<file path="config.mk">
export PLATFORM = sky130hd
export DESIGN_NAME = pce_top
export DESIGN_NICKNAME = d
export VERILOG_FILES = /design/src/pce_pkg.sv /design/src/pce_decode.sv /design/src/pce_top.sv
export SDC_FILE = /design/constraint.sdc
export NUM_CORES = 1
export LEC_CHECK = 0
export ABC_CLOCK_PERIOD_IN_PS = 5600
export BUFFER_PORTS_ARGS = -buffer_cell sky130_fd_sc_hd__clkbuf_2
export CORE_AREA = 2 2 93 95
export DETAILED_ROUTE_END_ITERATION = 7
export DIE_AREA = 0 0 95 97
export GPL_TIMING_DRIVEN = 0
export PLACE_DENSITY = 0.76
export SLEW_MARGIN = 40
export SYNTH_ARGS = -nofsm -noshare
export SYNTH_HDL_FRONTEND = slang
export SYNTH_SLANG_ARGS = --single-unit
</file>
<file path="constraint.sdc">
create_clock -name hclk -period 5.6 [get_ports hclk]
set_input_delay 0.56 -clock hclk [delete_from_list [all_inputs] [get_ports hclk]]
set_output_delay 0.56 -clock hclk [all_outputs]
set_load 0.02 [all_outputs]
</file>
<file path="src/pce_pkg.sv">
// Package for the PCI command enable bits block
package pce_pkg;

  localparam logic [11:0] PCE_CMD_OFFSET = 12'h004;
  localparam logic [11:0] PCE_CACHE_OFFSET = 12'h00c;
  localparam logic [11:0] PCE_STATUS_OFFSET = 12'h010;
  localparam logic [11:0] PCE_ID_OFFSET = 12'h014;

  localparam int PCE_BIT_IO = 0;
  localparam int PCE_BIT_MEM = 1;
  localparam int PCE_BIT_MASTER = 2;
  localparam int PCE_BIT_SPECIAL = 3;
  localparam int PCE_BIT_WINV = 4;

  localparam logic [4:0] PCE_CMD_RESET = 5'h00;
  localparam logic [4:0] PCE_CMD_WRITABLE = 5'h17;
  localparam logic [7:0] PCE_CACHE_RESET = 8'h00;
  localparam logic [31:0] PCE_ID_VALUE = 32'h00c0_ffee;

  localparam logic [3:0] PCE_CMD_MEM_WRITE = 4'h7;
  localparam logic [3:0] PCE_CMD_MEM_WRITE_INV = 4'hf;
  localparam logic [3:0] PCE_CMD_SPECIAL = 4'h1;

  localparam logic [1:0] PCE_HTRANS_NONSEQ = 2'h2;

  typedef struct packed {
    logic valid;
    logic [31:0] address;
    logic [15:0] level;
    logic [15:0] count;
  } pce_chan_req_type;

  typedef struct packed {
    logic io_space_enable;
    logic memory_space_enable;
    logic bus_master_enable;
    logic write_invalidate_enable;
  } pce_enables_type;

endpackage

</file>
<file path="src/pce_decode.sv">
// Write-invalidate qualifier for one master channel
`timescale 1ns/100ps
module pce_decode (
  input wire logic hclk,
  input wire logic hresetn,
  input wire pce_pkg::pce_chan_req_type req,
  input wire logic write_invalidate_enable,
  input wire logic [7:0] cache_size,
  output logic [3:0] write_command
);
  import pce_pkg::*;

  typedef struct packed {
    logic [3:0] cmd;
  } pce_dec_state_type;

  pce_dec_state_type state_q;
  pce_dec_state_type state_d;

  // Cache size is in 32-bit words, so a line is cache_size*4 bytes
  function automatic logic line_aligned(input logic [31:0] addr, input logic [7:0] size);
    logic [31:0] mask;
    mask = ({24'h000000, size} << 2) - 32'h0000_0001;
    return (addr & mask) == 32'h0000_0000;
  endfunction

  always_comb begin
    state_d = state_q;
    state_d.cmd = PCE_CMD_MEM_WRITE;
    if (req.valid && write_invalidate_enable && cache_size != 8'h00 &&
        req.level >= {8'h00, cache_size} && req.count >= {8'h00, cache_size} &&
        line_aligned(req.address, cache_size)) begin
      state_d.cmd = PCE_CMD_MEM_WRITE_INV;
    end
  end

  always_ff @(posedge hclk or negedge hresetn) begin
    if (!hresetn) begin
      state_q <= '{cmd: PCE_CMD_MEM_WRITE};
    end else begin
      state_q <= state_d;
    end
  end

  assign write_command = state_q.cmd;
endmodule

</file>
<file path="src/pce_top.sv">
// Command enable bits with AHB-Lite register access and target/master gating
//
// Register access over AHB-Lite and the register offsets were decided locally.
`timescale 1ns/100ps
module pce_top (
  input wire logic hclk,
  input wire logic hresetn,
  input wire logic hsel,
  input wire logic [11:0] haddr,
  input wire logic [1:0] htrans,
  input wire logic hwrite,
  input wire logic [2:0] hsize,
  input wire logic [31:0] hwdata,
  input wire logic hready,
  output logic [31:0] hrdata,
  output logic hreadyout,
  output logic hresp,
  input wire pce_pkg::pce_chan_req_type data_chan,
  input wire pce_pkg::pce_chan_req_type cmd_chan,
  output logic [3:0] data_write_command,
  output logic [3:0] cmd_write_command,
  input wire logic master_want,
  input wire logic [3:0] master_cmd,
  output logic master_request,
  input wire logic io_hit,
  input wire logic mem_hit,
  input wire logic rom_hit,
  input wire logic special_seen,
  output logic target_claim,
  output logic special_claim,
  output pce_pkg::pce_enables_type enables
);
  import pce_pkg::*;

  typedef struct packed {
    logic [4:0] cmd;
    logic [7:0] cache;
    logic wr_pend;
    logic [11:0] wr_addr;
    logic [31:0] rdata;
    logic master_request;
    logic target_claim;
    logic [2:0] claims;
  } pce_state_type;

  pce_state_type state_q;
  pce_state_type state_d;
  logic [3:0] data_cmd_w;
  logic [3:0] cmd_cmd_w;

  function automatic logic [31:0] read_mux(input pce_state_type s, input logic [11:0] a);
    logic [31:0] r;
    r = 32'h0000_0000;
    if (a == PCE_CMD_OFFSET) begin
      r = {27'h0000000, s.cmd & PCE_CMD_WRITABLE};
    end else if (a == PCE_CACHE_OFFSET) begin
      r = {24'h000000, s.cache};
    end else if (a == PCE_STATUS_OFFSET) begin
      r = {29'h00000000, s.claims};
    end else if (a == PCE_ID_OFFSET) begin
      r = PCE_ID_VALUE;
    end
    return r;
  endfunction

  always_comb begin
    logic bm;
    logic accept;
    bm = state_q.cmd[PCE_BIT_MASTER];
    accept = hsel && hready && htrans == PCE_HTRANS_NONSEQ;
    state_d = state_q;
    if (state_q.wr_pend) begin
      if (state_q.wr_addr == PCE_CMD_OFFSET) begin
        state_d.cmd = hwdata[4:0] & PCE_CMD_WRITABLE;
      end else if (state_q.wr_addr == PCE_CACHE_OFFSET) begin
        state_d.cache = hwdata[7:0];
      end
    end
    state_d.wr_pend = accept && hwrite;
    state_d.wr_addr = {haddr[11:2], 2'b00};
    if (accept && !hwrite) begin
      // Forward a write whose data phase ends now, so write then read back to back is coherent
      state_d.rdata = read_mux(state_d, {haddr[11:2], 2'b00});
    end
    // Special command codes are never let out as master requests
    state_d.master_request = master_want && bm &&
                             master_cmd != PCE_CMD_SPECIAL;
    state_d.target_claim = (io_hit && state_q.cmd[PCE_BIT_IO]) ||
                           (mem_hit && state_q.cmd[PCE_BIT_MEM]) ||
                           (rom_hit && state_q.cmd[PCE_BIT_MEM]);
    state_d.claims = {io_hit && state_q.cmd[PCE_BIT_IO], mem_hit && state_q.cmd[PCE_BIT_MEM],
                      rom_hit && state_q.cmd[PCE_BIT_MEM]};
    if (special_seen) begin
      state_d.claims = state_d.claims;
    end
  end

  always_ff @(posedge hclk or negedge hresetn) begin
    if (!hresetn) begin
      state_q <= '{cmd: PCE_CMD_RESET, cache: PCE_CACHE_RESET, wr_pend: 1'b0,
                   wr_addr: 12'h000, rdata: 32'h0000_0000, master_request: 1'b0,
                   target_claim: 1'b0, claims: 3'h0};
    end else begin
      state_q <= state_d;
    end
  end

  // Both channels share the one cache size setting
  pce_decode u_data (
    .hclk(hclk),
    .hresetn(hresetn),
    .req(data_chan),
    .write_invalidate_enable(state_q.cmd[PCE_BIT_WINV]),
    .cache_size(state_q.cache),
    .write_command(data_cmd_w)
  );

  pce_decode u_cmd (
    .hclk(hclk),
    .hresetn(hresetn),
    .req(cmd_chan),
    .write_invalidate_enable(state_q.cmd[PCE_BIT_WINV]),
    .cache_size(state_q.cache),
    .write_command(cmd_cmd_w)
  );

  assign data_write_command = data_cmd_w;
  assign cmd_write_command = cmd_cmd_w;
  assign hrdata = state_q.rdata;
  assign hreadyout = 1'b1;
  assign hresp = 1'b0;
  assign master_request = state_q.master_request;
  assign target_claim = state_q.target_claim;
  assign special_claim = 1'b0;
  assign enables = '{io_space_enable: state_q.cmd[PCE_BIT_IO],
                     memory_space_enable: state_q.cmd[PCE_BIT_MEM],
                     bus_master_enable: state_q.cmd[PCE_BIT_MASTER],
                     write_invalidate_enable: state_q.cmd[PCE_BIT_WINV]};
endmodule

</file>
Yosys cells after proc, flatten, opt, wreduce, memory -nomap -nowiden
Cells that the tools add are included.

Bitwise operators: 2. Reductions and logical operators: 25. Equality and inequality tests: 8. Magnitude comparators: 4. Add/subtract/negate cells: 1. Multiplexer cells: 10.

Operators by type and width (number): $mux W24 (4); $and A32 B32 Y32 (2); $ge A16 B8 Y1 (4); $logic_not A32 Y1 (2); $eq A10 B1 Y1 const B (2); $eq A10 B2 Y1 const B (2); $eq A10 B3 Y1 const B (2); $logic_and A1 B1 Y1 (19); $mux W8 (2); $mux W13 (1); $sub A10 B1 Y11 const B (1); $mux W4 (2); $reduce_bool A8 Y1 (1); $mux W5 (1); $ne A4 B1 Y1 const B (1); $eq A2 B2 Y1 const B (1); $logic_or A1 B1 Y1 (2); $logic_not A1 Y1 (1).

Output and inout bits: 49. Input bits: 193. Bits in registers: 68. Word-level logic and storage cells: 60.

Depth between registers and ports, before layout
Depth after elaboration: 6. Depth in mapped cells: 8. Mapped depth without buffers: 7.

By module
From an unflattened synthesis, not the netlist that was laid out.

Cells, all modules: 332. Area, all modules: 3226.8 sq um.

Modules (own cells, without submodules): pce_top (area each 1745.4 sq um, cells an instance 148, seq. area each 925.9 sq um, instances 1); pce_decode (area each 740.7 sq um, cells an instance 92, seq. area each 25.0 sq um, instances 2).

Least setup slack after synthesis
OpenSTA, ideal clock, no wires.

Path type: input-to-reg. Start point: input port data_chan[33] in the netlist's numbering. End point: register u_data.state_q, in the netlist u_data.write_command[3]. Data arrival time: 1.846 ns. Path slack: 3.659 ns. Required time: 5.505 ns. Setup time: 0.095 ns. Cell stages on the path: 5. Path buffers: 0. Path through: or3b_1 -> a221o_1 -> a2111oi_2 -> nand4_1 -> nor4b_2.

RTL lines: start, declared (line pce_top.sv:18) `input wire pce_pkg::pce_chan_req_type data_chan,`; end signal, assigned (line pce_decode.sv:39) `state_q <= '{cmd: PCE_CMD_MEM_WRITE};`; end signal, assigned (line pce_decode.sv:41) `state_q <= state_d;`; end, declared (line pce_decode.sv:17) `pce_dec_state_type state_q;`.

==> results.yml <==
routing:
  dr_total_vias: 3068
  remaining_drc_errors: 0
  ant_nets: 0
  vias_per_cell: 4.82
  wl_um: 8860
  wl_per_cell_um: 13.9
  dr.pass1.iters: 5
  drt_iter0_markers: 99
floorplan:
  coreArea_sq_um: 8130
  dieHeight_um: 97
  die_width_um: 95
  num_rows: 33
  io_pins: 242
  start_util_pct: 37.3
  die_area_sq_um: 9220
sta:
  fin_tns_setup_ps: 0
  finalHoldViolations: 0
  setup_viol: 0
  rsz0062_at_grt: "false"
  period_minus_slack_ps: 2350
  fmaxAchievable_mhz: 425
  worst_slew_pin_slew_ps: 520
  period_share_pct: 42.0
  fin_worst_skew_ps: 9.12
  maxSlewViolCount: 0
  slew_headroom_pct: 65.3
  hold_slack_ps: 267
worst_setup_path:
  endpoint_kind: "flop"
  crit_chain: "inv_1 -> ha_1 -> xor2_1 -> a222oi_1 -> nand3_1 -> or3_1 -> nor4_1"
  reg2regPathDepth: 7
  critPathKind: "flop to flop"
  worstPathRequired_ps: 5760
  slowest_stage: "dfrtp_1"
  crit_path_max_incr_delay_ps: 510
  crit_fanout: 7
  critPathLaunchType: "flop"
  arrival_ps: 2520
grt:
  grt_usage_pct: 18.8
  grt_pass1_wl_um: 13500
  grt_antenna_before_repair: 0
  grt_max_degree: 40
  grt_pass1_vias: 3040
  gr-total-overflow: 0
cells_and_area:
  diodes: 0
  areaGrowthSynthToFinish_pct: 40.8
  finalNonFillerCells: 637
  fin_nets: 758
  layout-drive-gt1-share_pct: 49.2
  fin_area_sq_um: 4270
clocking:
  post_cts_buffers: 0
  cts_buffers: 5
  cts-root-buf: "clkbuf_8"
  cts_tree: "yes"
  clk_pin_slew_worst_paths_ps: 80
  clkLatencyLatePin_ps: 290
  clock-sinks: 39
  hold_buffers: 0
  cts_resized: 0
  htreeDepth: 2
  clk_path_buf_depth: 2
logic_synthesis:
  synth_cell_types: 59
  yosysMostFrequentCell: "buf_4"
  ys_seq_area_share_pct: 32.2
  syn_inst: 315
  synth_area_leaders: "dfrtp_1, ha_1, buf_4"
  synth_area_sq_um: 3030
  async_flop_share_pct: 100
  ys.flop_type: "dfrtp_1"
  synthTopCellsByCount: "buf_4, dfrtp_1, ha_1"
  synth_area_leader_cell: "dfrtp_1"
  synth.top_cell.area_share_pct: 32.2
  synth.avg_cell_area_sq_um: 9.62
  synth_edf_count: 0
  yosys_register_bits: 39
  yosys_warnings: 0
job:
  maxCapViolCount: 0
placed_design:
  post_dp_cell_area_sq_um: 4180
  io_buffer_count: 188
  dp.final_hpwl_um: 7720
  post-place-cells: 629
  place_congestion: 0.861
run_status:
  outcome: "finished clean"
power_and_ir_drop:
  power.density_nw_per_um2: 157
  vdd_drop_max_mv: 0.122
  cellLeakagePower_nw: 2.41
worst_hold_path:
  holdCritPathClass: "input port to async pin"
==> metrics by stage <==
stage / setup WS (ps) / total power, mW / util [%]
after detailed placement: 3270 / 0.494 / 51.4
final: 3250 / 0.669 / 52.4
after CTS: 3260 / 0.677 / 52.4
after global routing: 3070 / 0.712 / 52.4
after global placement: 3300 / 0.488 / 51.4
after floorplan: 3660 / 0.405 / -
==> worst paths after layout <==
| check | start | endpoint | slack (ps) |
|---|---|---|---|
| worst min-delay path | hresetn | hrdata[4] | 270 |
| max in group asynchronous | hresetn | u_cmd.write_command[3] | 4980 |
| worst max-delay path | state_q[50] | u_cmd.write_command[3] | 3250 |
| worst min register to register | hrdata[7] | hrdata[7] | 500 |
| min in group hclk | haddr[8] | state_q[45] | 390 |
| worst max register to register | state_q[50] | u_cmd.write_command[3] | 3250 |
==> area by class of cell <==
| class | count | area [sq um] |
|---|---|---|
| Clock buffer | 7 | 76.3 |
| Fill cell | 766 | 3870 |
| Tap cell | 105 | 131 |
| Clock inverter | 1 | 5.00 |
| Timing Repair Buffer | 188 | 943 |
| Multi-Input combinational cell | 229 | 1710 |
| Inverter | 19 | 71.3 |
| Buffer | 49 | 354 |
| Sequential cell | 39 | 976 |
==> layout by cell type (no fill, tap or decap), drive strengths merged, types with 5 or more instances in the layout <==
master	instances
nor2b	5
mux2	9
ha	34
buf	46
inv	19
nand3	9
nand2b	7
nor2	15
conb	23
nor4	14
clkbuf	198
dfrtp	39
a211oi	5
and2	5
nand2	16
nand4	7
nor3	8
==> state kept, by name (all words and copies together) (netlist names) <==
register / count
enables: 4
hrdata: 9
master_request: 1
state_q: 22
target_claim: 1
u_cmd.write_command: 1
u_data.write_command: 1
==> power breakdown <==
group | switching [mW] | internal, mW
combinational | 0.0922 | 0.0955
sequential | 0.00831 | 0.293
clock | 0.0926 | 0.0873
==> per-layer routing <==
layer | vias up | part of all wire (%) | track usage [%]
met3 | 17 | 7.4 | 4.60
met4 | 0 | 2.0 | 5.91
li1 | 1528 | - | -
met5 | - | 0 | 0
met1 | 1385 | 40 | 22.1
met2 | 138 | 51 | 33.0
==> logic make-up after synthesis <==
group / after synthesis / synth area share [%]
other: 2 / 0.248
multiplexers: 12 / 4.34
AND/OR/NAND/NOR: 106 / 21.1
XOR/XNOR: 4 / 1.16
AO/OA/AOI/OAI: 50 / 12.9
flip-flops: 39 / 32.2
adder cells (fa/ha/maj): 34 / 14.0
buffers and inverters: 68 / 14.0
==> worst max-delay path: cells and delay by family (launching register included) <==
kind	cells	cell delay (ps)
XOR/XNOR	1	190
flip-flops	1	510
AND/OR/NAND/NOR	3	840
AO/OA/AOI/OAI	1	250
buffers and inverters	1	150
adder cells (fa/ha/maj)	1	270
No activity file was read; power rests on OpenSTA's default activity.
